===== src/shared/didb_pkg.sv =====
package didb_pkg;
   // Geometry of the block
   localparam int DIDB_NUM_INPUTS = 4;
   localparam int DIDB_ADDR_W = 16;
   localparam int DIDB_DATA_W = 16;
   localparam int DIDB_CODE_W = 3;
   localparam int DIDB_CNT_W = 18;

   // Parameter addresses of the four filter settings
   localparam logic [DIDB_ADDR_W-1:0] DIDB_ADDR_INPUT_TWO = 16'h0844;
   localparam logic [DIDB_ADDR_W-1:0] DIDB_ADDR_INPUT_THREE = 16'h0846;
   localparam logic [DIDB_ADDR_W-1:0] DIDB_ADDR_INPUT_FOUR = 16'h0848;
   localparam logic [DIDB_ADDR_W-1:0] DIDB_ADDR_INPUT_FIVE = 16'h084A;

   // Setting codes
   localparam logic [DIDB_DATA_W-1:0] DIDB_CODE_BYPASS = 16'h0000;
   localparam logic [DIDB_DATA_W-1:0] DIDB_CODE_MAX = 16'h0006;
   localparam logic [DIDB_DATA_W-1:0] DIDB_SETTING_RESET = 16'h0006;

   // Filter time step and its length in clock cycles
   localparam int DIDB_CLK_KHZ = 125000;
   localparam int DIDB_STEP_US = 250;
   localparam int DIDB_STEP_CYCLES = DIDB_STEP_US * DIDB_CLK_KHZ / 1000;
endpackage


===== src/hdl/didb_filter.sv =====
`timescale 1ns/1ps
// One debounce channel: output follows input after a stable hold time, or on the next cycle when the code is bypass
module didb_filter
   import didb_pkg::*;
#(
   parameter logic [DIDB_CNT_W-1:0] STEP_CYC = DIDB_CNT_W'(DIDB_STEP_CYCLES)
) (
   input wire logic clock,
   input wire logic rst,
   input wire logic din,
   input wire logic [DIDB_CODE_W-1:0] code,
   output logic dout_r
);
   logic [DIDB_CNT_W-1:0] count_r;
   logic [DIDB_CNT_W-1:0] count_nxt;
   logic dout_nxt;
   wire bypass_w = (code == DIDB_CODE_W'(DIDB_CODE_BYPASS));
   wire differ_w = (din != dout_r);
   // Live code, so a new setting acts on the next cycle
   wire [DIDB_CNT_W-1:0] limit_w = DIDB_CNT_W'(code * STEP_CYC);
   wire [DIDB_CNT_W:0] inc_w = {1'b0, count_r} + 1'b1;
   // >= so a shortened time mid-count still ends the wait
   wire flip_w = differ_w && (inc_w >= {1'b0, limit_w});

   // Next state: bypass copies, filter waits out the hold time
   always_comb begin
      if (bypass_w) begin
         dout_nxt = din;
         count_nxt = '0;
      end else if (!differ_w || flip_w) begin
         dout_nxt = flip_w ? din : dout_r;
         count_nxt = '0;
      end else begin
         dout_nxt = dout_r;
         count_nxt = inc_w[DIDB_CNT_W-1:0];
      end
   end

   // State registers
   always_ff @(posedge clock) begin
      if (rst) begin
         dout_r <= 1'b0;
         count_r <= '0;
      end else begin
         dout_r <= dout_nxt;
         count_r <= count_nxt;
      end
   end

   // Checks on the channel
   AST_BYPASS_FOLLOWS: assert property (@(posedge clock) disable iff (rst)
      bypass_w |=> dout_r == $past(din))
      else $error("bypass output did not follow input");
   AST_NO_EARLY_CHANGE: assert property (@(posedge clock) disable iff (rst)
      (!bypass_w && differ_w && inc_w < {1'b0, limit_w}) |=> $stable(dout_r))
      else $error("filtered output changed before hold time");
   // Code settled two cycles, since a shortened time may flip at once
   AST_HOLD_TIME: assert property (@(posedge clock) disable iff (rst)
      (!bypass_w && $changed(dout_r) && $stable(code) && $past(code, 2) == code) |->
         ($past(count_r) == DIDB_CNT_W'(code * STEP_CYC - 1'b1)))
      else $error("filter time not code times step");
endmodule


===== src/hdl/didb_top.sv =====
`timescale 1ns/1ps
module didb_top
   import didb_pkg::*;
#(
   parameter logic [DIDB_CNT_W-1:0] STEP_CYC = DIDB_CNT_W'(DIDB_STEP_CYCLES)
) (
   input wire logic clock,
   input wire logic rst,
   input wire logic power_stage_en,
   input wire logic signal_input_two,
   input wire logic signal_input_three,
   input wire logic signal_input_four,
   input wire logic signal_input_five,
   input wire logic [DIDB_ADDR_W-1:0] param_addr,
   input wire logic param_wr,
   input wire logic param_rd,
   input wire logic [DIDB_DATA_W-1:0] param_wdata,
   output logic [DIDB_DATA_W-1:0] param_rdata_r,
   output logic param_ack_r,
   output logic param_refused_r,
   output logic filtered_two,
   output logic filtered_three,
   output logic filtered_four,
   output logic filtered_five
);
   localparam int N = DIDB_NUM_INPUTS;

   // Address table, one entry per channel
   wire [DIDB_ADDR_W-1:0] addr_w [N];
   assign addr_w[0] = DIDB_ADDR_INPUT_TWO;
   assign addr_w[1] = DIDB_ADDR_INPUT_THREE;
   assign addr_w[2] = DIDB_ADDR_INPUT_FOUR;
   assign addr_w[3] = DIDB_ADDR_INPUT_FIVE;

   // Raw pins gathered into a vector
   wire [N-1:0] raw_w = {signal_input_five, signal_input_four, signal_input_three, signal_input_two};

   logic [DIDB_DATA_W-1:0] setting_r [N];
   logic [N-1:0] sync1_r;
   logic [N-1:0] sync2_r;
   logic [N-1:0] sync3_r;
   logic [N-1:0] stable_r;
   logic [N-1:0] filt_w;
   logic [N-1:0] hit_w;
   logic [DIDB_DATA_W-1:0] rsel_w;

   // Write acceptance; power stage lock and range check
   // Out-of-range data is refused, not clamped, so a read shows what landed
   wire in_range_w = (param_wdata <= DIDB_CODE_MAX);
   wire unlocked_w = !power_stage_en;
   wire mapped_w = |hit_w;
   wire wr_ok_w = param_wr && mapped_w && unlocked_w && in_range_w;
   wire refuse_w = (param_wr && !(mapped_w && unlocked_w && in_range_w)) || (param_rd && !mapped_w);

   // Decode, setting register and filter per channel
   genvar g;
   generate
      for (g = 0; g < N; g++) begin : g_ch
         assign hit_w[g] = (param_addr == addr_w[g]);

         // Own setting register per channel
         always_ff @(posedge clock) begin
            if (rst) begin
               setting_r[g] <= DIDB_SETTING_RESET;
            end else if (wr_ok_w && hit_w[g]) begin
               setting_r[g] <= param_wdata;
            end
         end

         didb_filter #(
            .STEP_CYC(STEP_CYC)
         ) u_filter (
            .clock(clock),
            .rst(rst),
            .din(stable_r[g]),
            .code(setting_r[g][DIDB_CODE_W-1:0]),
            .dout_r(filt_w[g])
         );

         // Per-channel setting checks
         AST_RESET_VALUE: assert property (@(posedge clock)
            rst |=> setting_r[g] == DIDB_SETTING_RESET)
            else $error("setting not at factory value after reset");
         AST_RANGE_KEPT: assert property (@(posedge clock) disable iff (rst)
            setting_r[g] <= DIDB_CODE_MAX)
            else $error("setting outside accepted range");
         AST_LOCKED_WHILE_POWERED: assert property (@(posedge clock) disable iff (rst)
            power_stage_en |=> $stable(setting_r[g]))
            else $error("setting changed while power stage enabled");
         AST_WRITE_APPLIES: assert property (@(posedge clock) disable iff (rst)
            (param_wr && hit_w[g] && !power_stage_en && param_wdata <= DIDB_CODE_MAX)
               |=> setting_r[g] == $past(param_wdata) && u_filter.code == $past(param_wdata[DIDB_CODE_W-1:0]))
            else $error("accepted setting not applied next cycle");
         AST_OTHERS_UNTOUCHED: assert property (@(posedge clock) disable iff (rst)
            !(param_wr && hit_w[g]) |=> $stable(setting_r[g]))
            else $error("setting changed by access to another address");
         AST_RANGE_REFUSED_KEEPS: assert property (@(posedge clock) disable iff (rst)
            (param_wr && hit_w[g] && param_wdata > DIDB_CODE_MAX) |=> $stable(setting_r[g]))
            else $error("out-of-range write changed a setting");
         // Channel wiring: own setting, own pin
         AST_BYPASS_OWN_PIN: assert property (@(posedge clock) disable iff (rst)
            (setting_r[g] == DIDB_CODE_BYPASS) |=> filt_w[g] == $past(stable_r[g]))
            else $error("bypassed channel did not follow its own pin");
         AST_MOVES_TO_PIN: assert property (@(posedge clock) disable iff (rst)
            $changed(filt_w[g]) |-> filt_w[g] == $past(stable_r[g]))
            else $error("filtered output moved away from its pin level");

         // A level is taken only once stages two and three agree
         AST_SYNC_AGREED: assert property (@(posedge clock) disable iff (rst)
            $changed(stable_r[g]) |-> $past(sync2_r[g]) == $past(sync3_r[g]) && stable_r[g] == $past(sync3_r[g]))
            else $error("pin level taken before synchroniser stages agreed");
      end
   endgenerate

   // Read selection, zero for unmapped addresses
   // Addresses are distinct, so at most one hit wins
   always_comb begin
      rsel_w = '0;
      for (int i = 0; i < N; i++) begin
         if (hit_w[i]) begin
            rsel_w = setting_r[i];
         end
      end
   end

   // Pin synchroniser; stage two and three must agree
   // Stage one may still be settling, so nothing else reads it
   always_ff @(posedge clock) begin
      if (rst) begin
         sync1_r <= '0;
         sync2_r <= '0;
         sync3_r <= '0;
      end else begin
         sync1_r <= raw_w;
         sync2_r <= sync1_r;
         sync3_r <= sync2_r;
      end
   end

   // Agreed level, held while the stages disagree
   wire [N-1:0] agree_w = ~(sync2_r ^ sync3_r);
   always_ff @(posedge clock) begin
      if (rst) begin
         stable_r <= '0;
      end else begin
         stable_r <= (agree_w & sync3_r) | (~agree_w & stable_r);
      end
   end

   // Parameter port answers one cycle after the strobe
   // Read data holds between reads, so a slow master may fetch it late
   always_ff @(posedge clock) begin
      if (rst) begin
         param_rdata_r <= '0;
         param_ack_r <= 1'b0;
         param_refused_r <= 1'b0;
      end else begin
         param_rdata_r <= param_rd ? rsel_w : param_rdata_r;
         param_ack_r <= wr_ok_w || (param_rd && mapped_w);
         param_refused_r <= refuse_w;
      end
   end

   // Filtered levels out
   assign filtered_two = filt_w[0];
   assign filtered_three = filt_w[1];
   assign filtered_four = filt_w[2];
   assign filtered_five = filt_w[3];

   // Port-level checks; a read in the same cycle may acknowledge too
   AST_REFUSE_WHEN_POWERED: assert property (@(posedge clock) disable iff (rst)
      (param_wr && !param_rd && power_stage_en) |=> param_refused_r && !param_ack_r)
      else $error("write under power not refused");
   AST_READ_BACK: assert property (@(posedge clock) disable iff (rst)
      (param_rd && !param_wr && param_addr == DIDB_ADDR_INPUT_FOUR) |=> param_rdata_r == setting_r[2])
      else $error("read of input four setting wrong");

   // Answer checks, one cycle after the strobe
   AST_REFUSE_OUT_OF_RANGE: assert property (@(posedge clock) disable iff (rst)
      (param_wr && !param_rd && param_wdata > DIDB_CODE_MAX) |=> param_refused_r && !param_ack_r)
      else $error("out-of-range write not refused");
   AST_ACK_ON_WRITE: assert property (@(posedge clock) disable iff (rst)
      (param_wr && !param_rd && mapped_w && !power_stage_en && param_wdata <= DIDB_CODE_MAX)
         |=> param_ack_r && !param_refused_r)
      else $error("accepted write not acknowledged");
   AST_MAPPED_READ_ACK: assert property (@(posedge clock) disable iff (rst)
      (param_rd && !param_wr && mapped_w) |=> param_ack_r && !param_refused_r)
      else $error("mapped read not acknowledged");
   AST_UNMAPPED_READ: assert property (@(posedge clock) disable iff (rst)
      (param_rd && !param_wr && !mapped_w) |=> param_rdata_r == '0 && param_refused_r && !param_ack_r)
      else $error("unmapped read not refused with zero data");
   AST_NO_ANSWER_IDLE: assert property (@(posedge clock) disable iff (rst)
      (!param_rd && !param_wr) |=> !param_ack_r && !param_refused_r)
      else $error("answer without a strobe");
   // Address table must keep the four settings apart
   AST_ONE_HIT: assert property (@(posedge clock) disable iff (rst)
      $onehot0(hit_w))
      else $error("one address selects more than one setting");
   // Read data stands until the next read
   AST_RDATA_HOLDS: assert property (@(posedge clock) disable iff (rst)
      !param_rd |=> $stable(param_rdata_r))
      else $error("read data changed without a read");
   // Reset clears every answer and every filtered level
   AST_RESET_OUTPUTS: assert property (@(posedge clock)
      rst |=> param_rdata_r == '0 && !param_ack_r && !param_refused_r && filt_w == '0)
      else $error("outputs not cleared by reset");

   // Main scenarios
   COV_WRITE_ACCEPTED: cover property (@(posedge clock) disable iff (rst) wr_ok_w);
   COV_WRITE_OUT_OF_RANGE: cover property (@(posedge clock) disable iff (rst) param_wr && param_wdata > DIDB_CODE_MAX);
   COV_WRITE_LOCKED: cover property (@(posedge clock) disable iff (rst) param_wr && power_stage_en && mapped_w);
   COV_BYPASS_SET: cover property (@(posedge clock) disable iff (rst) setting_r[0] == DIDB_CODE_BYPASS);
   COV_FILTER_FLIP: cover property (@(posedge clock) disable iff (rst) $changed(filtered_two));
endmodule


===== config.mk =====
export PLATFORM = sky130hd
export DESIGN_NAME = didb_top
export DESIGN_NICKNAME = d
export VERILOG_FILES = /design/src/shared/didb_pkg.sv /design/src/hdl/didb_filter.sv /design/src/hdl/didb_top.sv
export SDC_FILE = /design/constraint.sdc
export NUM_CORES = 1
export LEC_CHECK = 0
export ABC_CLOCK_PERIOD_IN_PS = 3800
export BUFFER_PORTS_ARGS = -buffer_cell sky130_fd_sc_hd__buf_2
export CORE_ASPECT_RATIO = 1.2
export CORE_UTILIZATION = 30
export DETAILED_ROUTE_END_ITERATION = 12
export REMOVE_ABC_BUFFERS = 1
export SETUP_SLACK_MARGIN = 0.5
export SKIP_CTS_REPAIR_TIMING = 1
export SYNTH_ARGS = -nofsm -noshare
export SYNTH_HDL_FRONTEND = slang
export SYNTH_SLANG_ARGS = --single-unit

===== constraint.sdc =====
create_clock -name clock -period 3.8 [get_ports clock]
set_input_delay 0.95 -clock clock [delete_from_list [all_inputs] [get_ports clock]]
set_output_delay 0.95 -clock clock [all_outputs]
set_load 0.1 [all_outputs]

; Word-level counts from Yosys, hierarchy flattened
; Memory sizes are Yosys's and may differ from the RTL's.
; Index checks and enable logic that the tools add are counted.
[word_totals]
register_bits = 110
ramBits = 64
out_inout_bits = 22
elab_cells = 131
n_memories = 1
[classes]
n_addsub = 4
mul = 4
magnitude_cmp = 5
eq_ne = 8
mux = 34
bitwise = 10
n_reduce_logical = 50
[memory_table]
columns = name, depth, width, read_ports, rd_clocked_by_memory_dff, wr, line
row1 = setting_r, 4, 16, 4, 0, 4, didb_top.sv:38  ; logic [DIDB_DATA_W-1:0] setting_r [N];
[op_table]
columns = op, n
row1 = 16-bit 2-to-1 mux, 8
row2 = "18-bit by 1-bit adder with 19-bit output, second input constant", 4
row3 = 19-bit by 18-bit >= comparator with 1-bit output, 4
row4 = "3-bit by 14-bit multiplier with 17-bit output, second input constant", 4
row5 = "16-bit by 12-bit equality test with 1-bit output, second input constant", 4
row6 = 1-bit 2-to-1 mux, 26
row7 = "16-bit by 3-bit <= comparator with 1-bit output, second input constant", 1
row8 = 1-bit logical AND, 16
row9 = 2-bit nonzero test, 8
row10 = 3-bit logical NOT, 4
row11 = 3-bit OR reduction, 4
row12 = 4-bit bitwise AND, 2
row13 = 4-bit inverter, 2
row14 = 2-bit AND reduction, 4
row15 = 1-bit logical NOT, 7
row16 = 1-bit logical OR, 6
row17 = 1-bit != test, 4
row18 = 1-bit OR, 4
row19 = 4-bit OR, 1
row20 = 4-bit OR reduction, 1
row21 = 4-bit XOR, 1

; Longest topological paths before layout
; Gate-level depths: netlist (run 1).
[logic_depth]
ltp_word = 10
ltp_mapped = 17
mapped_depth_nobuf = 15

; Hierarchy
; A second synthesis (run 1) with hierarchy kept.
[hier_totals]
cells_unflattened = 979
area_unflattened_um2 = 10316.1
[by_module_without_submodules]
columns = module, n_inst, cells_each, area_per_inst_um2, seq_area_each_um2
row1 = didb_top, 1, 277, 3852.4, 2602.5
row2 = didb_filter at g_ch[1].u_filter ..., 2, 182, 1671.6, 380.4
row3 = didb_filter at g_ch[3].u_filter, 1, 175, 1574.0, 380.4
row4 = didb_filter at g_ch[0].u_filter, 1, 163, 1546.5, 380.4

; Worst setup path after synthesis (run 1)
; OpenSTA, ideal clock, no wires.
[synth_timing]
path_type = register to register
startpoint = mem setting_r[1][0]
endpoint = reg g_ch[1].u_filter.count_r[12]
setup_time_ps = 62
arrival_time_ps = 3721
path_slack_ps = 18
path_stages_with_launch = 17
cell_sequence = edfxtp_1 > inv_1 > fa_1 > inv_1 > ha_1 > a21o_1 > a21oi_1 > o21bai_1 > a21oi_1 > ha_1 > a221oi_1 > o31a_1 > o311ai_1 > or4_4 > buf_6 > buf_6 > nor2b_2
[synth_rtl]
columns = element, line
row1 = start: declaration, didb_top.sv:38
row2 = end signal: assignment, didb_filter.sv:46  ; count_r <= count_nxt;
row3 = end: declaration, didb_filter.sv:14  ; logic [DIDB_CNT_W-1:0] count_r;

==> run summary, run 1 <==
Job
* 0 — Max Cap Violations

Timing
* 0.7014 ns — worst-margin pin slew
* yes — setup repair after global routing missed its margin
* 0 — final max-slew violation count
* 0.4414 ns — Min Hold Slack
* 3.613 ns — fin crit period
* 0.02348 ns — Layout Skew
* 0 — Final Hold Viols
* 276.8 MHz — max frequency
* 95.08% — post-route fraction of the period consumed by the critical path
* 52.95% — worst slew slack as a fraction of its limit
* 0 — Setup-failing EPs final
* 0 ns — final sum of negative setup slack

Worst setup path
* setting_r[0][0] — source of the worst register-to-register timing path
* 0.19 ns — slack of the worst reg-to-reg path
* 15 — Worst Reg2Reg Path Length in Cells
* 3.98 ns — Data arrival, critical path
* 4.17 ns — required time at the endpoint of the critical path
* flip-flop — launching element type of the critical path
* g_ch[0].u_filter.count_r[2] — Crit Reg-Reg Endpoint
* 18 — CP Max Fanout
* flip-flop to flip-flop — kind of critical path
* flip-flop — Setup crit end kind

Detailed routing
* 2 — remaining design rule violation count
* 8 — number of optimization iterations in the first detailed-route pass
* 0 — post-detailed-route count of antenna-violating nets
* 14.20 um — average wire length per cell after detail routing
* 21,460 um — detailed-route wire length
* 4.747 — average vias per placed instance
* 263 — Initial DRC Count
* 7,173 — via count

GRT
* 6,873 — vias in the first global route
* 26 — maximum number of pins on one net before global-route repair
* 0 — global route overflow
* 3 — antenna violations before repair
* 13.18% — GR Util All Layers
* 33,500 um — global-route wire length before repair

Synth
* 0% — share of flip-flops with an asynchronous set or reset
* 64 — number of enable-type register cells in the synthesized netlist
* 61 — distinct cell type count after synthesis
* 10.27 sq um — Avg Cell Area, Syn
* 174 — register bit count reported by yosys
* 43.24% — sequential area share after synthesis
* sky130_fd_sc_hd__dfxtp_1 — library cell occupying the most area in the post-synthesis netlist
* 0 — number of warnings printed during yosys synthesis
* 0.009538 sq mm — combined area of all synthesized cells
* sky130_fd_sc_hd__dfxtp_1, sky130_fd_sc_hd__edfxtp_1, sky130_fd_sc_hd__ha_1 — leading cell types by total area after synthesis
* sky130_fd_sc_hd__dfxtp_1 — dominant synthesized flop cell
* 23.09% — Yosys top cell area share
* 929 — number of standard cells after synthesis

Hold path
* 1 — worst hold path stage count
* flip-flop to flip-flop — path class of the lowest-slack min-delay path
* sync1_r[0] — Min-Delay Startpoint
* sync2_r[0] — Min-Delay Endpoint

Finish
* sky130_fd_sc_hd__dfxtp_1, sky130_fd_sc_hd__ha_1, sky130_fd_sc_hd__edfxtp_1 — leading cell types in the layout, fill and taps excluded
* 25.29% — relative area change from synthesis to final layout
* sky130_fd_sc_hd__dfxtp_1 — most common cell after layout, fill and taps aside
* 3,044 — fill cell instance count of the final layout
* 0.004124 sq mm — Seq. cell area
* 0.005663 sq mm — area of the multi-input gates
* 22.65% — fraction of final layout cells sized beyond drive strength 1
* 0.01195 sq mm — final std cell area, no fill
* 1,248 — number of nets in the layout

Clock tree
* 174 — number of clock sinks
* 0.45 ns — insertion delay to the later sink of the worst-skew pair
* 4 — number of levels the H-tree was split into
* 17 — CTS Buf Count
* 2 — number of buffers between clock root and the deepest sink
* 0.07 ns — CTS clk-pin slew, worst paths
* sky130_fd_sc_hd__clkbuf_16 — Root Driver
* done — CTS tree

Placement
* 0.8140 — placer congestion estimate
* 0.01073 sq mm — area of placed instances
* 14,770 um — DPL Wire Length
* 62 — number of buffers added on ports

Die
* 164.8 um — Die Span X
* 0.03136 sq mm — placeable core area
* 63 — I/O pin total
* 0.03251 sq mm — Die Area
* 71 — number of rows in the core area
* 197.3 um — die boundary height
* 30.42% — initial core utilization

Power and ir drop
* 46.5% — power share of the sequential group
* 0.001165 W — switching power of the nets
* 13.2% — relative contribution of combinational cells to total power
* 364.3 mW/mm^2 — Cell Pwr Density
* 0.004354 W — total design power
* 26.76% — net switching fraction of the power
* 4.860 nW — Leak Pwr
* 0.2892 mV — worst-case vdd ir drop
* 40.3% — part of the total power dissipated in the clock network
* 0.003189 W — Internal

Outcome
* DRC — violations in the final reports
* complete, but fails checks — outcome

worst max-delay path by stage:
| stage | slack, ns | from | depth (start not counted) | end |
|---|---|---|---|---|
| floorplan | -0.53 | param_addr[9] | 5 | setting_r[3][0] |
| global placement | 0.14 | setting_r[1][1] | 14 | g_ch[1].u_filter.count_r[6] |
| detailed placement | 0.02 | setting_r[1][1] | 14 | g_ch[1].u_filter.count_r[11] |
| CTS | 0.003 | setting_r[1][1] | 14 | g_ch[1].u_filter.count_r[2] |
| global route | 0.01 | setting_r[0][0] | 15 | g_ch[0].u_filter.count_r[16] |
| finish | 0.19 | setting_r[0][0] | 15 | g_ch[0].u_filter.count_r[2] |
power groups by stage:
| stage | logic [W] | registers [W] | clock network (W) |
|---|---|---|---|
| after floorplan | 0.000273 | 0.00212 | 0 |
| after global placement | 0.000465 | 0.00206 | 0 |
| after detailed placement | 0.000472 | 0.00206 | 0 |
| after CTS | 0.000477 | 0.00202 | 0.00181 |
| after global routing | 0.000640 | 0.00203 | 0.00188 |
| final | 0.000577 | 0.00202 | 0.00175 |
critical path, stage by stage, from the launching register on:
cell and delay, ns:
sky130_fd_sc_hd__edfxtp_1 0.38, sky130_fd_sc_hd__inv_2 0.07, sky130_fd_sc_hd__fa_1 0.54, sky130_fd_sc_hd__inv_2 0.06, sky130_fd_sc_hd__fa_2 0.36, sky130_fd_sc_hd__a21oi_2 0.12
sky130_fd_sc_hd__nor2_1 0.05, sky130_fd_sc_hd__nor2_1 0.13, sky130_fd_sc_hd__xor2_1 0.16, sky130_fd_sc_hd__ha_1 0.26, sky130_fd_sc_hd__a21o_1 0.19, sky130_fd_sc_hd__a221oi_2 0.22
sky130_fd_sc_hd__o211ai_1 0.17, sky130_fd_sc_hd__or4b_4 0.56, sky130_fd_sc_hd__buf_12 0.17, sky130_fd_sc_hd__nor2b_1 0.11
sequential cells by signal, summed over array words and instances, names as in the netlist, named ones only:
signal,cells
g_ch.u_filter.count_r,72
g_ch.u_filter.dout_r,4
param_ack_r,1
param_rdata_r,16
param_refused_r,1
setting_r,64
sync1_r,4
sync2_r,4
sync3_r,4
cell type report:
cell class                      instances  share of cell area (%)
Sequential cell                       174                   34.51
Clock buffer                           19                   3.706
Timing Repair Buffer                  122                   7.245
Antenna cell                            2                 0.04188
Multi-Input combinational cell        726                   47.39
Tap cell                              401                   4.199
Clock inverter                         13                   1.194
Inverter                               54                   1.717
cell families (layout without fill, tap and decap cells):
group,Yosys count,after routing,share of synthesized area (%)
and+or+nand+nor,327,330,18.50
DFF,174,174,43.24
AOI/OAI and AO/OA,143,143,10.80
adders and majority gates,112,112,15.64
buffers and inverters,83,208,3.450
xor gates and xnor gates,82,82,7.530
muxes,7,7,0.8133
other,1,54,0.03932
per-layer routing:
metal | track usage, % | vias to the layer above | wire length, um
li1 | - | 3632 | -
met1 | 16.13 | 3411 | 9540
met2 | 22.46 | 101 | 10950
met3 | 2.771 | 27 | 607
met4 | 5.029 | 2 | 347
met5 | 0 | - | 13
synth_stat cells (5+ instances only):
library cell / number
sky130_fd_sc_hd__nand2_1: 63
sky130_fd_sc_hd__o32ai_1: 13
sky130_fd_sc_hd__nand4_1: 20
sky130_fd_sc_hd__nor3_1: 21
sky130_fd_sc_hd__mux2_2: 6
sky130_fd_sc_hd__ha_1: 100
sky130_fd_sc_hd__nand2b_1: 10
sky130_fd_sc_hd__dfxtp_1: 110
sky130_fd_sc_hd__clkbuf_1: 24
sky130_fd_sc_hd__nor4_1: 6
sky130_fd_sc_hd__nand3_1: 38
sky130_fd_sc_hd__nor2b_1: 68
sky130_fd_sc_hd__a221oi_1: 31
sky130_fd_sc_hd__xnor2_1: 53
sky130_fd_sc_hd__and4_1: 8
sky130_fd_sc_hd__xor2_1: 29
sky130_fd_sc_hd__and3_1: 14
sky130_fd_sc_hd__inv_1: 53
sky130_fd_sc_hd__or4_1: 5
sky130_fd_sc_hd__nor2b_2: 7
sky130_fd_sc_hd__a21o_1: 10
sky130_fd_sc_hd__edfxtp_1: 64
sky130_fd_sc_hd__o21bai_1: 6
sky130_fd_sc_hd__a21oi_1: 35
sky130_fd_sc_hd__fa_1: 12
sky130_fd_sc_hd__nor2_1: 50
sky130_fd_sc_hd__o21ai_0: 17
per-stage QoR:
stage                     instances  setup slack (ns)  utilization (%)
after global placement         1449            0.1383            34.20
after detailed placement       1449           0.02418            34.20
after global routing           1511           0.01000            38.11
final                          1511            0.1870            38.11
after CTS                      1481          0.003288            36.07
after floorplan                 951           -0.5331                -
No activity file was read; power rests on OpenSTA's default activity.
==> run 2: changes to the inputs <==
--- a/config.mk
+++ b/config.mk
@@ -5,13 +5,13 @@
 export SDC_FILE = /design/constraint.sdc
 export NUM_CORES = 1
 export LEC_CHECK = 0
-export ABC_CLOCK_PERIOD_IN_PS = 3800
 export BUFFER_PORTS_ARGS = -buffer_cell sky130_fd_sc_hd__buf_2
 export CORE_ASPECT_RATIO = 1.2
 export CORE_UTILIZATION = 30
 export DETAILED_ROUTE_END_ITERATION = 12
+export PLACE_DENSITY = 0.45
 export REMOVE_ABC_BUFFERS = 1
-export SETUP_SLACK_MARGIN = 0.5
+export SETUP_SLACK_MARGIN = 0.2
 export SKIP_CTS_REPAIR_TIMING = 1
 export SYNTH_ARGS = -nofsm -noshare
 export SYNTH_HDL_FRONTEND = slang
==> run 2 against run 1 <==
Compared with the run above: the flow now finishes without violations; total power decreased by 1.9%; utilization decreased by 0.19 points; routed wire length increased by 3.3%; flip-flop and latch count unchanged; maximum frequency decreased by 1.8%; sequential power about the same; global-route usage increased by 0.61 points; final cell count increased by 0.20%; hold slack got worse by 0.0092 ns; largest cell class unchanged.
==> run summary, run 2 (synthesis results as in run 1) <==
Timing
* 0 — Setup-failing EPs final
* 0 — final max-slew violation count
* 271.8 MHz — max frequency
* yes — setup repair after global routing missed its margin
* 0.01417 ns — Layout Skew
* 53.94% — worst slew slack as a fraction of its limit
* 0.6909 ns — worst-margin pin slew
* 0 ns — final sum of negative setup slack
* 3.679 ns — fin crit period
* 96.82% — post-route fraction of the period consumed by the critical path
* 0.1209 ns — post-route setup slack
* 0 — Final Hold Viols

Worst setup path
* 3 — buffer and inverter count on the worst path
* adder cells — Top delay family on crit path
* 5 — CP Max Fanout
* flip-flop — Setup crit end kind
* 0.61 ns — critical path's largest stage delay
* flip-flop to flip-flop — kind of critical path
* buf_6 > buf_8 > ha_4 > ha_4 > fa_2 > a21oi_2 > nor2_1 > nor2_1 > xor2_1 > ha_1 > a21o_1 > a221oi_2 > o211ai_1 > or4b_4 > clkbuf_16 > nor2b_1 — worst path cell trace
* 4.06 ns — Data arrival, critical path
* sky130_fd_sc_hd__or4b_4 — slowest cell on the critical path
* flip-flop — launching element type of the critical path
* 4.18 ns — required time at the endpoint of the critical path

GRT
* 34,530 um — global-route wire length before repair
* 13.79% — GR Util All Layers
* 26 — maximum number of pins on one net before global-route repair
* 3 — antenna violations before repair
* 0 — global route overflow
* 6,828 — vias in the first global route

Power and ir drop
* 4.853 nW — Leak Pwr
* 359.3 mW/mm^2 — Cell Pwr Density
* 0.001183 W — switching power of the nets
* 0.003089 W — Internal
* 0.2343 mV — worst-case vdd ir drop
* 47.3% — power share of the sequential group
* 12.5% — relative contribution of combinational cells to total power
* 40.2% — part of the total power dissipated in the clock network
* 27.70% — net switching fraction of the power

Clock tree
* 0.45 ns — insertion delay to the later sink of the worst-skew pair
* done — CTS tree
* 17 — CTS Buf Count
* sky130_fd_sc_hd__clkbuf_16 — Root Driver
* 0.08 ns — CTS clk-pin slew, worst paths
* 4 — number of levels the H-tree was split into
* 2 — number of buffers between clock root and the deepest sink
* 174 — number of clock sinks

Job
* 0 — Max Cap Violations

Detailed routing
* 4.678 — average vias per placed instance
* 0 — remaining design rule violation count
* 7,083 — via count
* 22,160 um — detailed-route wire length
* 285 — Initial DRC Count
* 14.64 um — average wire length per cell after detail routing
* 4 — number of optimization iterations in the first detailed-route pass
* 0 — post-detailed-route count of antenna-violating nets

Finish
* g_ch.u_filter.count_r (72), setting_r (64), param_rdata_r (16) — leading registers by flop count
* 24.66% — relative area change from synthesis to final layout
* 72 — flip-flop count of the largest register, all copies and words added
* sky130_fd_sc_hd__dfxtp_1 — most common cell after layout, fill and taps aside
* sky130_fd_sc_hd__dfxtp_1, sky130_fd_sc_hd__ha_1, sky130_fd_sc_hd__edfxtp_1 — leading cell types in the layout, fill and taps excluded
* 3,109 — fill cell instance count of the final layout
* 1,250 — number of nets in the layout
* g_ch.u_filter.count_r — most flop-heavy register
* 0.004124 sq mm — Seq. cell area
* 21.08% — fraction of final layout cells sized beyond drive strength 1
* 0.005573 sq mm — area of the multi-input gates

Die
* 164.8 um — Die Span X
* 0.03136 sq mm — placeable core area
* 63 — I/O pin total
* 71 — number of rows in the core area
* 197.3 um — die boundary height
* 0.03251 sq mm — Die Area
* 30.42% — initial core utilization

Placement
* 15,600 um — DPL Wire Length
* 0.05824 ns — Post-Place Setup Slack
* 0.7260 — placer congestion estimate
* 62 — number of buffers added on ports

Hold path
* flip-flop to flip-flop — path class of the lowest-slack min-delay path

Outcome
* complete, no violations — outcome

==> run 2: cell type report <==
class	count	share of cell area [%]
Multi-Input combinational cell	726	46.87
Timing Repair Buffer	124	7.555
Clock buffer	17	3.578
Clock inverter	15	1.294
Sequential cell	174	34.68
Inverter	54	1.736
Antenna cell	3	0.06314
Tap cell	401	4.220
==> run 2: path summary, 6_finish.rpt <==
check	to	slack [ns]	start	depth (start not counted)
setup / recovery	g_ch[0].u_filter.count_r[17]	0.12	setting_r[0][0]	16
hold / removal	sync2_r[2]	0.43	sync1_r[2]	1
setup reg to reg	g_ch[0].u_filter.count_r[17]	0.12	setting_r[0][0]	16
hold reg to reg	sync2_r[2]	0.43	sync1_r[2]	1
==> run 2: metal layers <==
metal / vias up / share of wire [%] / GRT usage (%)
met1: 3313 / 47 / 17.46
met2: 107 / 48 / 23.06
met4: 0 / 1.3 / 4.519
met5: - / 0 / 0
li1: 3648 / - / -
met3: 15 / 3.9 / 3.002
==> run 2: through the flow <==
| stage | utilization [%] | cell area [sq um] | instances | power [W] | hold slack, ns |
|---|---|---|---|---|---|
| after global routing | 37.91 | 11890 | 1513 | 0.004481 | 0.4600 |
| after CTS | 36.17 | 11340 | 1486 | 0.004292 | 0.4422 |
| after detailed placement | 34.32 | 10760 | 1454 | 0.002549 | 0.4264 |
| final | 37.92 | 11890 | 1514 | 0.004272 | 0.4322 |
| after floorplan | - | 9603 | 951 | 0.002389 | 0.4138 |
| after global placement | 34.32 | 10760 | 1454 | 0.002543 | 0.4239 |
==> run 2: power groups by stage <==
stage                     sequential (W)  combinational (W)  clock [W]
after floorplan                  0.00212           0.000273          0
after global placement           0.00206           0.000482          0
after detailed placement         0.00206           0.000487          0
after CTS                        0.00202           0.000490    0.00178
after global routing             0.00203           0.000607    0.00185
final                            0.00202           0.000536    0.00172
==> run 2: worst register-to-register path: stages, from the launching register on <==
cell and delay, ns:
sky130_fd_sc_hd__edfxtp_1 0.41, sky130_fd_sc_hd__buf_6 0.14, sky130_fd_sc_hd__buf_8 0.12, sky130_fd_sc_hd__ha_4 0.16
sky130_fd_sc_hd__ha_4 0.16, sky130_fd_sc_hd__fa_2 0.41, sky130_fd_sc_hd__a21oi_2 0.15, sky130_fd_sc_hd__nor2_1 0.05
sky130_fd_sc_hd__nor2_1 0.13, sky130_fd_sc_hd__xor2_1 0.17, sky130_fd_sc_hd__ha_1 0.26, sky130_fd_sc_hd__a21o_1 0.17
sky130_fd_sc_hd__a221oi_2 0.22, sky130_fd_sc_hd__o211ai_1 0.16, sky130_fd_sc_hd__or4b_4 0.61, sky130_fd_sc_hd__clkbuf_16 0.19
sky130_fd_sc_hd__nor2b_1 0.11
